### config.mk
export PLATFORM = sky130hd
export DESIGN_NAME = art_timer
export DESIGN_NICKNAME = d
export VERILOG_FILES = /design/src/hdl/art_pkg.sv /design/src/hdl/art_timer.sv
export SDC_FILE = /design/constraint.sdc
export NUM_CORES = 1
export LEC_CHECK = 0
export BUFFER_PORTS_ARGS = -buffer_cell sky130_fd_sc_hd__buf_2
export CORE_MARGIN = 2
export CORE_UTILIZATION = 30
export DETAILED_ROUTE_END_ITERATION = 6
export PLACE_DENSITY = 0.42
export SYNTH_ARGS = -nofsm -noshare
export SYNTH_HDL_FRONTEND = slang
export SYNTH_SLANG_ARGS = --single-unit
export TNS_END_PERCENT = 50
### constraint.sdc
create_clock -name core_clk -period 13.6 [get_ports core_clk]
set_input_delay 1.36 -clock core_clk [delete_from_list [all_inputs] [get_ports core_clk]]
set_output_delay 1.36 -clock core_clk [all_outputs]
set_load 0.03 [all_outputs]
### src/hdl/art_pkg.sv
// constants shared by the auto-reload pwm timer
package art_pkg;
    // ------------------------------------------------------------
    // register offsets
    // ------------------------------------------------------------
    localparam logic [7:0] OFS_DUTY3 = 8'h73;
    localparam logic [7:0] OFS_DUTY2 = 8'h74;
    localparam logic [7:0] OFS_DUTY1 = 8'h75;
    localparam logic [7:0] OFS_DUTY0 = 8'h76;
    localparam logic [7:0] OFS_PWM_CTL = 8'h77;
    localparam logic [7:0] OFS_TIMER_CSR = 8'h78;
    localparam logic [7:0] OFS_COUNTER = 8'h79;
    localparam logic [7:0] OFS_RELOAD = 8'h7A;
    localparam logic [7:0] OFS_CAP_CSR = 8'h7B;
    localparam logic [7:0] OFS_CAP_DATA1 = 8'h7C;
    localparam logic [7:0] OFS_CAP_DATA2 = 8'h7D;
    // ------------------------------------------------------------
    // field positions
    // ------------------------------------------------------------
    localparam int BIT_EXT_CLK = 7;
    localparam int BIT_DIV_HI = 6;
    localparam int BIT_DIV_LO = 4;
    localparam int BIT_RUN = 3;
    localparam int BIT_FORCE = 2;
    localparam int BIT_OVF_IE = 1;
    localparam int BIT_OVF = 0;
    localparam int BIT_CAP_EDGE = 4;
    localparam int BIT_CAP_IE = 2;
    localparam int BIT_CAP_FLAG = 0;
    localparam int BIT_PWM_EN = 4;
    // ------------------------------------------------------------
    // reset values and sizes
    // ------------------------------------------------------------
    localparam logic [7:0] RST_REG = 8'h00;
    localparam logic [6:0] RST_PRESC = 7'h00;
    localparam logic [7:0] CNT_TOP = 8'hFF;
    localparam logic [6:0] PRESC_ALL = 7'h7F;
    localparam logic [2:0] DIV_MAX = 3'h7;
endpackage : art_pkg

### src/hdl/art_timer.sv
// 8-bit auto-reload pwm timer with prescaler, four pwm outputs and two captures
`timescale 1ns/1ns
// ------------------------------------------------------------
// Behaviour
// RL1 - capture edge raises that channel's interrupt
// RL2 - enabled capture edge wakes from deep halt
// RL3 - control bit 7 selects external prescaler clock
// RL4 - bits 6:4 divide input by power two
// RL5 - run bit 0 freezes prescaler and counter
// RL6 - force bit loads reload, clears prescaler, reads 0
// RL7 - overflow irq needs flag and enable
// RL8 - overflow sets flag; control read clears it
// RL9 - counter register reads live, writes load
// RL10 - reload value copied into counter at overflow
// RL11 - overflow puts pwm outputs at period start
// RL12 - pwm control bits 7:4 enable outputs
// RL13 - polarity bits 3:0 set pwm level sense
// RL14 - polarity change inverts output at once
// RL15 - duty value sets second pwm edge
// RL16 - capture control bits 7:6 read zero
// RL17 - capture edge select: 0 falling, 1 rising
// RL18 - capture interrupt enables per channel
// RL19 - software reads flags to find source
// RL20 - all registers clear to zero on reset
// RL21 - shared period is 256 minus reload
// RL22 - hidden compare loads from duty at overflow
// RL23 - capture sets flag; data read clears it
// RL24 - full capture register blocks further captures
// RL25 - external inputs synchronised and edge detected
// ------------------------------------------------------------
module art_timer #(
    parameter int PWM_CH = 4, // pwm channels
    parameter int CAP_CH = 2 // capture channels
) (
    input wire logic core_clk, // cpu clock
    input wire logic sys_rst, // async reset, active high
    input wire logic [7:0] reg_addr, // register offset
    input wire logic [7:0] reg_wdata, // write data
    input wire logic reg_wr, // write strobe
    input wire logic reg_rd, // read strobe
    output logic [7:0] reg_rdata, // read data, cycle after strobe
    input wire logic ext_clk_in, // external prescaler clock
    input wire logic [CAP_CH-1:0] capture_input_pin, // capture inputs
    input wire logic deep_halt, // processor is in deep halt
    output logic [PWM_CH-1:0] pwm_output_pin, // pwm levels
    output logic [PWM_CH-1:0] pwm_output_oe, // pwm pin drive enable
    output logic overflow_irq, // overflow interrupt request
    output logic [CAP_CH-1:0] capture_irq, // capture interrupt requests
    output logic halt_wake // wake pulse during deep halt
);
    import art_pkg::*;

    // ------------------------------------------------------------
    // state
    // ------------------------------------------------------------
    logic [7:0] csr_ctl; // control bits, force and flag kept apart
    logic overflow_flag;
    logic [7:0] counter;
    logic [6:0] prescaler;
    logic [7:0] auto_reload_value;
    logic [7:0] pwm_output_control;
    logic [7:0] duty_cycle_value [PWM_CH];
    logic [7:0] hidden_compare_value [PWM_CH];
    logic [1:0] capture_edge_select;
    logic [1:0] capture_irq_enable_field;
    logic [CAP_CH-1:0] capture_flag;
    logic [7:0] capture_data_reg [CAP_CH];
    logic [2:0] ext_sync;
    logic [2:0] cap_sync [CAP_CH];

    // ------------------------------------------------------------
    // decode
    // ------------------------------------------------------------
    logic ext_clock_select;
    logic [2:0] counter_clock_divider;
    logic counter_run_enable;
    logic overflow_irq_enable;
    logic wr_csr;
    logic rd_csr;
    logic wr_cnt;
    logic force_reload;
    logic ext_rise;
    logic in_tick;
    logic [6:0] div_mask;
    logic count_tick;
    logic overflow_evt;
    logic [CAP_CH-1:0] cap_edge;
    logic [CAP_CH-1:0] cap_rd;

    assign ext_clock_select = csr_ctl[BIT_EXT_CLK];
    assign counter_clock_divider = csr_ctl[BIT_DIV_HI:BIT_DIV_LO];
    assign counter_run_enable = csr_ctl[BIT_RUN];
    assign overflow_irq_enable = csr_ctl[BIT_OVF_IE];
    assign wr_csr = reg_wr && reg_addr == OFS_TIMER_CSR;
    assign rd_csr = reg_rd && reg_addr == OFS_TIMER_CSR;
    assign wr_cnt = reg_wr && reg_addr == OFS_COUNTER;
    assign force_reload = wr_csr && reg_wdata[BIT_FORCE]; // RL6

    // ------------------------------------------------------------
    // input synchronisers and edge detect
    // ------------------------------------------------------------
    // stage 0 feeds only stage 1; edges compare stages 1 and 2
    always_ff @(posedge core_clk or posedge sys_rst) begin
        if (sys_rst) begin
            ext_sync <= 3'h0;
        end else begin
            ext_sync <= {ext_sync[1:0], ext_clk_in}; // RL25
        end
    end
    assign ext_rise = ext_sync[1] && !ext_sync[2]; // RL25

    generate
        for (genvar c = 0; c < CAP_CH; c++) begin : g_cap_sync
            always_ff @(posedge core_clk or posedge sys_rst) begin
                if (sys_rst) begin
                    cap_sync[c] <= 3'h0;
                end else begin
                    cap_sync[c] <= {cap_sync[c][1:0], capture_input_pin[c]}; // RL25
                end
            end
            // programmed edge: rising when select is 1, falling when 0
            assign cap_edge[c] = capture_edge_select[c]
                ? (cap_sync[c][1] && !cap_sync[c][2])
                : (!cap_sync[c][1] && cap_sync[c][2]); // RL17
        end
    endgenerate

    // ------------------------------------------------------------
    // prescaler and counter timing
    // ------------------------------------------------------------
    // divide by 2^n: counter steps when the low n prescaler bits are all ones
    assign in_tick = ext_clock_select ? ext_rise : 1'b1; // RL3
    assign div_mask = PRESC_ALL >> (DIV_MAX - counter_clock_divider); // RL4
    assign count_tick = counter_run_enable && in_tick
        && ((prescaler & div_mask) == div_mask); // RL4 RL5
    assign overflow_evt = count_tick && counter == CNT_TOP;

    // prescaler frees only while running; loads of the counter restart it
    always_ff @(posedge core_clk or posedge sys_rst) begin
        if (sys_rst) begin
            prescaler <= RST_PRESC; // RL20
        end else if (force_reload || wr_cnt) begin
            prescaler <= RST_PRESC; // RL6
        end else if (counter_run_enable && in_tick) begin
            prescaler <= prescaler + 7'h01; // RL5
        end
    end

    // software loads take priority over the count step in the same cycle
    always_ff @(posedge core_clk or posedge sys_rst) begin
        if (sys_rst) begin
            counter <= RST_REG; // RL20
        end else if (wr_cnt) begin
            counter <= reg_wdata; // RL9
        end else if (force_reload) begin
            counter <= auto_reload_value; // RL6
        end else if (overflow_evt) begin
            counter <= auto_reload_value; // RL10 RL21
        end else if (count_tick) begin
            counter <= counter + 8'h01;
        end
    end

    // ------------------------------------------------------------
    // control / status register
    // ------------------------------------------------------------
    always_ff @(posedge core_clk or posedge sys_rst) begin
        if (sys_rst) begin
            csr_ctl <= RST_REG; // RL20
        end else if (wr_csr) begin
            csr_ctl <= reg_wdata & 8'hFA; // force and flag are not stored
        end
    end

    // a read clears the flag, but an overflow in the same cycle wins
    always_ff @(posedge core_clk or posedge sys_rst) begin
        if (sys_rst) begin
            overflow_flag <= 1'b0; // RL20
        end else if (overflow_evt) begin
            overflow_flag <= 1'b1; // RL8
        end else if (rd_csr) begin
            overflow_flag <= 1'b0; // RL8
        end
    end
    assign overflow_irq = overflow_flag && overflow_irq_enable; // RL7

    // ------------------------------------------------------------
    // reload, pwm control and duty registers
    // ------------------------------------------------------------
    always_ff @(posedge core_clk or posedge sys_rst) begin
        if (sys_rst) begin
            auto_reload_value <= RST_REG; // RL20
            pwm_output_control <= RST_REG;
        end else if (reg_wr) begin
            if (reg_addr == OFS_RELOAD) begin
                auto_reload_value <= reg_wdata;
            end
            if (reg_addr == OFS_PWM_CTL) begin
                pwm_output_control <= reg_wdata;
            end
        end
    end

    // duty registers sit at descending offsets, channel 0 highest
    generate
        for (genvar p = 0; p < PWM_CH; p++) begin : g_pwm
            localparam logic [7:0] DUTY_OFS = OFS_DUTY0 - 8'(p);
            always_ff @(posedge core_clk or posedge sys_rst) begin
                if (sys_rst) begin
                    duty_cycle_value[p] <= RST_REG; // RL20
                end else if (reg_wr && reg_addr == DUTY_OFS) begin
                    duty_cycle_value[p] <= reg_wdata; // RL15
                end
            end
            // double buffer: compare changes only at overflow, no glitch
            always_ff @(posedge core_clk or posedge sys_rst) begin
                if (sys_rst) begin
                    hidden_compare_value[p] <= RST_REG;
                end else if (overflow_evt) begin
                    hidden_compare_value[p] <= duty_cycle_value[p]; // RL22
                end
            end
            // level follows live counter and polarity each cycle, so the
            // period start lands right after the reload and a polarity
            // write shows on the very next edge
            always_ff @(posedge core_clk or posedge sys_rst) begin
                if (sys_rst) begin
                    pwm_output_pin[p] <= 1'b0;
                end else begin
                    pwm_output_pin[p] <= pwm_output_control[BIT_PWM_EN + p]
                        && ((counter <= hidden_compare_value[p])
                        ^ pwm_output_control[p]); // RL11 RL13 RL14 RL15
                end
            end
            assign pwm_output_oe[p] = pwm_output_control[BIT_PWM_EN + p]; // RL12
        end
    endgenerate

    // ------------------------------------------------------------
    // input capture
    // ------------------------------------------------------------
    always_ff @(posedge core_clk or posedge sys_rst) begin
        if (sys_rst) begin
            capture_edge_select <= 2'h0; // RL20
            capture_irq_enable_field <= 2'h0;
        end else if (reg_wr && reg_addr == OFS_CAP_CSR) begin
            capture_edge_select <= reg_wdata[BIT_CAP_EDGE +: 2]; // RL17
            capture_irq_enable_field <= reg_wdata[BIT_CAP_IE +: 2]; // RL18
        end
    end

    generate
        for (genvar c = 0; c < CAP_CH; c++) begin : g_cap
            localparam logic [7:0] CAP_OFS = OFS_CAP_DATA1 + 8'(c);
            assign cap_rd[c] = reg_rd && reg_addr == CAP_OFS;
            // latch while empty or during a data read; a read in the same cycle as a new
            // edge leaves the flag set since the set wins
            always_ff @(posedge core_clk or posedge sys_rst) begin
                if (sys_rst) begin
                    capture_flag[c] <= 1'b0; // RL20
                    capture_data_reg[c] <= RST_REG;
                end else if (cap_edge[c] && (!capture_flag[c] || cap_rd[c])) begin
                    capture_flag[c] <= 1'b1; // RL23
                    capture_data_reg[c] <= counter; // RL24
                end else if (cap_rd[c]) begin
                    capture_flag[c] <= 1'b0; // RL23
                end
            end
            assign capture_irq[c] = capture_flag[c] && capture_irq_enable_field[c]; // RL1 RL18
        end
    endgenerate

    // wake is a pulse on an enabled edge while halted
    always_ff @(posedge core_clk or posedge sys_rst) begin
        if (sys_rst) begin
            halt_wake <= 1'b0;
        end else begin
            halt_wake <= deep_halt && |(cap_edge & capture_irq_enable_field); // RL2
        end
    end

    // ------------------------------------------------------------
    // read port
    // ------------------------------------------------------------
    logic [7:0] next_rdata;
    always_comb begin
        next_rdata = 8'h00;
        unique case (reg_addr)
            OFS_TIMER_CSR: next_rdata = csr_ctl | {7'h00, overflow_flag}; // RL6
            OFS_COUNTER: next_rdata = counter; // RL9
            OFS_RELOAD: next_rdata = auto_reload_value;
            OFS_PWM_CTL: next_rdata = pwm_output_control;
            OFS_DUTY0: next_rdata = duty_cycle_value[0];
            OFS_DUTY1: next_rdata = duty_cycle_value[1];
            OFS_DUTY2: next_rdata = duty_cycle_value[2];
            OFS_DUTY3: next_rdata = duty_cycle_value[3];
            OFS_CAP_CSR: next_rdata = {2'h0, capture_edge_select,
                capture_irq_enable_field, capture_flag}; // RL16
            OFS_CAP_DATA1: next_rdata = capture_data_reg[0];
            OFS_CAP_DATA2: next_rdata = capture_data_reg[1];
            default: next_rdata = 8'h00; // unmapped reads zero
        endcase
    end

    // data stands only in the cycle after the read strobe
    always_ff @(posedge core_clk or posedge sys_rst) begin
        if (sys_rst) begin
            reg_rdata <= RST_REG;
        end else begin
            reg_rdata <= reg_rd ? next_rdata : 8'h00;
        end
    end
endmodule : art_timer

==> flow_summary.ini, run 1 <==
[power_and_ir_drop]
power_frac_comb_pct = 16.1
pwr-share-clk_pct = 41.7
vdd_drop_max_mv = 0.0693
p_sw_uw = 361
sw_frac_of_total_pct = 29.6
cellPowerDensity_nw_per_um2 = 143
p_seq_share_pct = 42.2
internal_power_uw = 860
p_leak_nw = 3.96

[grt]
antenna_found_initial = 1
overflow = 0
grt_pass1_wl_um = 34900
grt_pass1_vias = 5539
grt.total_usage_pct = 18.2
grt_max_degree = 83

[setup_path]
end_kind = flop
timing.rr.start = counter[1]
regToRegSetupSlack_ns = 10.21
critPathLaunchType = flop
cp_slowest_stage_delay_ns = 0.95
cp_max_fo = 62
rr_endpoint = counter[4]
path_class = reg2reg
required_ns = 13.95
critPathSlowestCell = and4_2
reg2reg_depth = 7
cp_common_cell = and4_1
cp.arrival_ns = 3.73
path_cells = ha_1, and4_1, and4_1, and4_2, nor2_2, a211o_1, a31oi_1

[floorplanning]
fp-row-count = 57
start_util_pct = 30.5
dieArea_um2 = 25900
core-area_um2 = 24200
die_w_um = 161
io_pins = 44
die_y_um = 161

[synth]
synth_area_um2 = 7400
yosysTopAreaCell = dfrtp_1
ys_ff_latch = 146
synth_edf_count = 0
syn_area_per_cell_um2 = 10.7
seq_area_frac_synth_pct = 49.4
yosys_warnings = 0
ys_async_sr_fraction_pct = 100
syn-num-nets = 750
ys_types = 55
synth_top_area_share_pct = 49.4
synthTopCellsByArea = dfrtp_1 49%, mux2_2 10%, ha_1 5.7%
syn_inst = 692
ys.flop_type = dfrtp_1

[clocking]
cts_buffers = 17
cts.sinks = 146
cts_tree = built
clkLatencyLatePin_ns = 0.43
cts-resized-gates = 0
cts.htree.levels = 4
root_buffer = clkbuf_16
postCtsSetupBuffers = 0
hold_buffers = 0
cts_buffer_depth = 2
clk_pin_slew_worst_paths_ns = 0.06

[run_status]
status = finished, final reports clean

[run]
maxCapViolCount = 0

[sta]
max_slew_margin_pct = 27.9
drv_slew = 0
rsz0062_at_grt = false
period_share_pct = 24.9
tns_ns = 0
fin_crit_ns = 3.39
hold_viol = 0
fmax_mhz = 295
tightest_slew_ns = 1.08
finalSetupViolations = 0
fin_skew_ns = 0.0112

[cells_and_area]
nNetsFinal = 781
fillers = 2468
fin_util_pct = 35.1
areaGrowthSynthToFinish_pct = 15.1
drive_gt1_share_pct = 23.2

[drt]
dr.pass1.iters = 5
drt_iter0_drc = 439
num_vias = 5428
finalWirelength_um = 22900
detail_route.wl_per_cell_um = 21.6
drt-vias-per-instance = 5.12
ant_nets = 0
drc_errors = 0

[place]
dp_hpwl_um = 16000
port_buffers = 43
gp_congestion = 0.896

[worst_hold_path]
hold-path-cell-count = 0
min_path_type = reg2reg
hold_start = ext_sync[0]
min_to = ext_sync[1]
-- cells by family (layout without fill, tap and decap cells) --
group                    count (synthesis)  after routing  synth area share, %
buffers and inverters                   74            118                 4.41
AND/OR/NAND/NOR                        188            188                 12.8
adder cells (fa/ha/maj)                 34             34                 5.75
other                                    0              1                    0
AO/OA/AOI/OAI                          152            152                 13.0
multiplexers                            84             84                 13.0
flip-flops                             146            146                 49.4
XOR/XNOR                                14             14                 1.66
-- through the flow --
stage               hold slack [ns]  total power [mW]  cells  cell area (um^2)  setup WS [ns]
finish                        0.347              1.22   1061              8520          10.21
detailed placement            0.336             0.718   1028              7880           9.92
floorplan                     0.331             0.637    692              7400           8.32
global placement              0.332             0.716   1028              7880           9.96
CTS                           0.351              1.23   1060              8520          10.18
global route                  0.357              1.28   1060              8520           9.95
-- layout by cell type, fill, tap and decap left out, types with 5 or more instances in the layout --
cell type | Yosys | final
dfrtp_1 | 146 | 146
nand2_1 | 82 | 82
mux2_2 | 66 | 66
o21ai_0 | 55 | 55
buf_2 | 6 | 43
inv_1 | 38 | 37
ha_1 | 34 | 34
a21oi_1 | 30 | 30
nor2_1 | 26 | 26
nand3_1 | 18 | 18
clkbuf_16 | 0 | 17
a22oi_1 | 11 | 11
mux2i_1 | 10 | 10
nand4_1 | 9 | 9
and3_1 | 8 | 8
a22o_1 | 8 | 8
xor2_1 | 8 | 8
mux2_4 | 8 | 8
a31oi_1 | 7 | 7
and2_1 | 7 | 7
nor2b_1 | 6 | 6
nand2b_1 | 6 | 6
a222oi_1 | 6 | 6
a21o_1 | 6 | 6
xnor2_1 | 6 | 6
nand2_2 | 5 | 5
nor3_1 | 5 | 5
a221oi_1 | 5 | 5
o21ai_1 | 5 | 5
clkinvlp_4 | 0 | 5
buf_4 | 7 | 5
-- Yosys cell counts (6+ instances only) --
master / count
a21o_1: 6
a21oi_1: 30
a222oi_1: 6
a22o_1: 8
a22oi_1: 11
a31oi_1: 7
and2_1: 7
and3_1: 8
buf_2: 6
buf_4: 7
clkbuf_1: 16
dfrtp_1: 146
ha_1: 34
inv_1: 38
mux2_2: 66
mux2_4: 8
mux2i_1: 10
nand2_1: 82
nand2b_1: 6
nand3_1: 18
nand4_1: 9
nor2_1: 26
nor2b_1: 6
o21ai_0: 55
xnor2_1: 6
xor2_1: 8
-- worst max-delay path by stage --
stage	start	end	slack [ns]	cells after the start
finish	counter[1]	counter[4]	10.21	7
global route	counter[1]	counter[4]	9.95	7
CTS	counter[1]	counter[4]	10.18	7
detailed placement	reg_addr[7]	capture_data_reg[3]	9.92	8
global placement	reg_addr[7]	capture_data_reg[6]	9.96	8
floorplan	sys_rst	auto_reload_value[0]	8.32	1
-- worst max-delay path, delay by kind of cell (launching register included) --
family / cells / cell delay [ns]
fa+ha+maj: 1 / 0.34
flops: 1 / 0.81
compound gates: 2 / 0.52
simple gates: 4 / 1.64
-- power groups by stage --
stage / Sequential [mW] / Clock (mW) / Combinational, mW
after floorplan: 0.495 / 0 / 0.142
after global placement: 0.523 / 0 / 0.193
after detailed placement: 0.522 / 0 / 0.195
after CTS: 0.515 / 0.520 / 0.198
after global routing: 0.519 / 0.541 / 0.224
final: 0.515 / 0.509 / 0.197
-- area by class of cell --
type | instances | area, um^2 | area share [%]
antenna | 1 | 2.50 | 0.0294
clock buffer | 20 | 457 | 5.36
clock inverter | 12 | 180 | 2.11
inverter | 38 | 148 | 1.73
multi-input combinational | 472 | 3420 | 40.2
sequential | 146 | 3650 | 42.9
tap | 324 | 405 | 4.76
timing repair buffer | 48 | 253 | 2.97
-- metal layers --
metal | global-route usage, % | vias to the layer above | share of wire [%]
li1 | - | 2528 | -
met1 | 25.7 | 2726 | 48
met2 | 27.7 | 150 | 45
met3 | 4.42 | 24 | 5.3
met4 | 5.84 | 0 | 2.0
met5 | 0 | - | 0
Note: power is estimated with default switching activity, not from simulation.
==> inputs of run 2 (changes only) <==
clock period = 3.34 ns   (was 13.6 ns; I/O delays follow)
==> run 2 against run 1 <==
Setup slack got worse by 9.3 ns. First-iteration DRC count decreased by 3.6%. Sequential power increased to 4.0 times the previous value. Sequential cell count unchanged. Final cell count increased by 1.1%. Fmax increased by 40%. Register-to-register slack got worse by 9.3 ns. Largest power group unchanged. Power increased to 4.0 times the previous value. Die area unchanged. Count of clock-buffer cells in the layout decreased by 2. Critical path depth unchanged. Highest routed layer unchanged. Hold slack got worse by 0.34 ns.
==> flow_summary.ini, run 2 (synthesized netlist as in run 1, its figures left out) <==
[floorplanning]
dieArea_um2 = 25900
start_util_pct = 30.5
fp-row-count = 57
die_w_um = 161
io_pins = 44
core-area_um2 = 24200
die_y_um = 161

[grt]
antenna_found_initial = 2
overflow = 0
grt_pass1_wl_um = 35400
grt.total_usage_pct = 18.3
grt_pass1_vias = 5672
grt_max_degree = 85

[setup_path]
cp_common_cell = and4_1
critPathSlowestCell = dfrtp_1
cp_top_family = simple AND/OR/NAND/NOR gates
end_kind = flop
reg2reg_depth = 7
crit_buf_inv = 1
regToRegSetupSlack_ns = 0.92
crit_end = counter[0]
crit_path_start = counter[2]
path_class = reg2reg
required_ns = 3.64
timing.rr.start = counter[2]
critPathLaunchType = flop
cp_max_fo = 61
rr_endpoint = counter[0]
cp.depth = 7
cp_slowest_stage_delay_ns = 0.84
cp.arrival_ns = 2.71
path_cells = and4_1, and4_1, and4_2, buf_12, nor4_1, a21oi_1, o21ai_1

[cells_and_area]
fin_util_pct = 35.6
areaGrowthSynthToFinish_pct = 16.6
mostFrequentLayoutCells = 146 x dfrtp_1, 82 x nand2_1, 66 x mux2_2
final_cells = 1073
nNetsFinal = 794
drive_gt1_share_pct = 24.3
layout_commonest_cell = dfrtp_1
diodes = 0

[drt]
drc_errors = 0
highest_layer = met4
dr_wl_met3_um = 1450
drt-vias-per-instance = 5.15
wl_met2_um = 10500
detail_route.wl_per_cell_um = 21.6
finalWirelength_um = 23100
drt_iter0_drc = 423
ant_nets = 0
num_vias = 5531
dr.pass1.iters = 5
met1Wirelength_um = 10900

[sta]
period_share_pct = 72.4
finalSetupViolations = 0
tns_ns = 0
fin_skew_ns = 0.0134
drv_slew = 0
fin_crit_ns = 2.42
max_slew_margin_pct = 49.2
rsz0062_at_grt = false
tightest_slew_ns = 0.763
fmax_mhz = 414
hold_viol = 0

[clocking]
clk_pin_slew_worst_paths_ns = 0.06
cts.sinks = 146
cts_buffers = 17
cts.htree.levels = 4
root_buffer = clkbuf_16
cts_tree = built
cts_buffer_depth = 2
cts-resized-gates = 0
clkLatencyLatePin_ns = 0.44

[power_and_ir_drop]
p_leak_nw = 4.02
internal_power_mw = 3.43
sw_frac_of_total_pct = 30.5
vdd_drop_max_mv = 0.310
p_seq_share_pct = 41.8
pwr-share-clk_pct = 40.9
p_sw_mw = 1.51
power_frac_comb_pct = 17.3
cellPowerDensity_nw_per_um2 = 572

[run]
maxCapViolCount = 0

[place]
port_buffers = 43
gp_congestion = 0.902
placed_cells = 1038
dp_hpwl_um = 16500

[worst_hold_path]
min_path_type = in2async

[run_status]
status = finished, final reports clean
[run 2: cell types whose count changed in the layout (fill, tap and decap cells not counted), sizes merged]
cell,previous run,this run
bufinv,4,3
diode,1,0
clkinv,2,5
buf,48,58
dlygate4sd3,0,3
clkinvlp,5,4
inv,39,40
clkbuf,20,18
[run 2: worst min-delay path by stage]
stage | end
global route | hidden_compare_value[4]
finish | hidden_compare_value[9]
CTS | hidden_compare_value[10]
floorplan | cap_sync[1]
global placement | ext_sync[1]
detailed placement | ext_sync[1]
[run 2: power groups by stage]
stage	combinational (mW)	sequential (mW)	clock, mW
after global placement	0.836	2.09	0
final	0.855	2.06	2.02
after detailed placement	0.852	2.09	0
after global routing	0.943	2.08	2.13
after CTS	0.859	2.06	2.06
after floorplan	0.578	2.01	0
[run 2: timing repair]
action	CTS	global route
buffers inserted	0	0
hold buffers	3	0
endpoints found under the hold margin	3	0
[run 2: final cells by class]
class / instances / area (um^2)
Clock buffer: 18 / 439
Sequential cell: 146 / 3650
Tap cell: 324 / 405
Timing Repair Buffer: 61 / 383
Multi-Input combinational cell: 472 / 3420
Inverter: 38 / 146
Clock inverter: 14 / 179
Fill cell: 2474 / 15600
[run 2: metrics by stage]
| stage | instance area [um^2] | hold WS, ns | worst slack, ns | power (mW) |
|---|---|---|---|---|
| floorplan | 7410 | 0.331 | 1.17 | 2.59 |
| global placement | 7980 | 0.336 | 0.749 | 2.93 |
| detailed placement | 7980 | 0.339 | 0.690 | 2.94 |
| CTS | 8630 | 0.0221 | 0.915 | 4.98 |
| global route | 8630 | 0.0668 | 0.816 | 5.15 |
| finish | 8630 | 0.00277 | 0.923 | 4.94 |
[run 2: layer usage]
layer | track usage (%) | vias up
li1 | - | 2548
met1 | 26.2 | 2770
met2 | 28.2 | 192
met3 | 4.60 | 21
met4 | 4.02 | 0
met5 | 0 | -
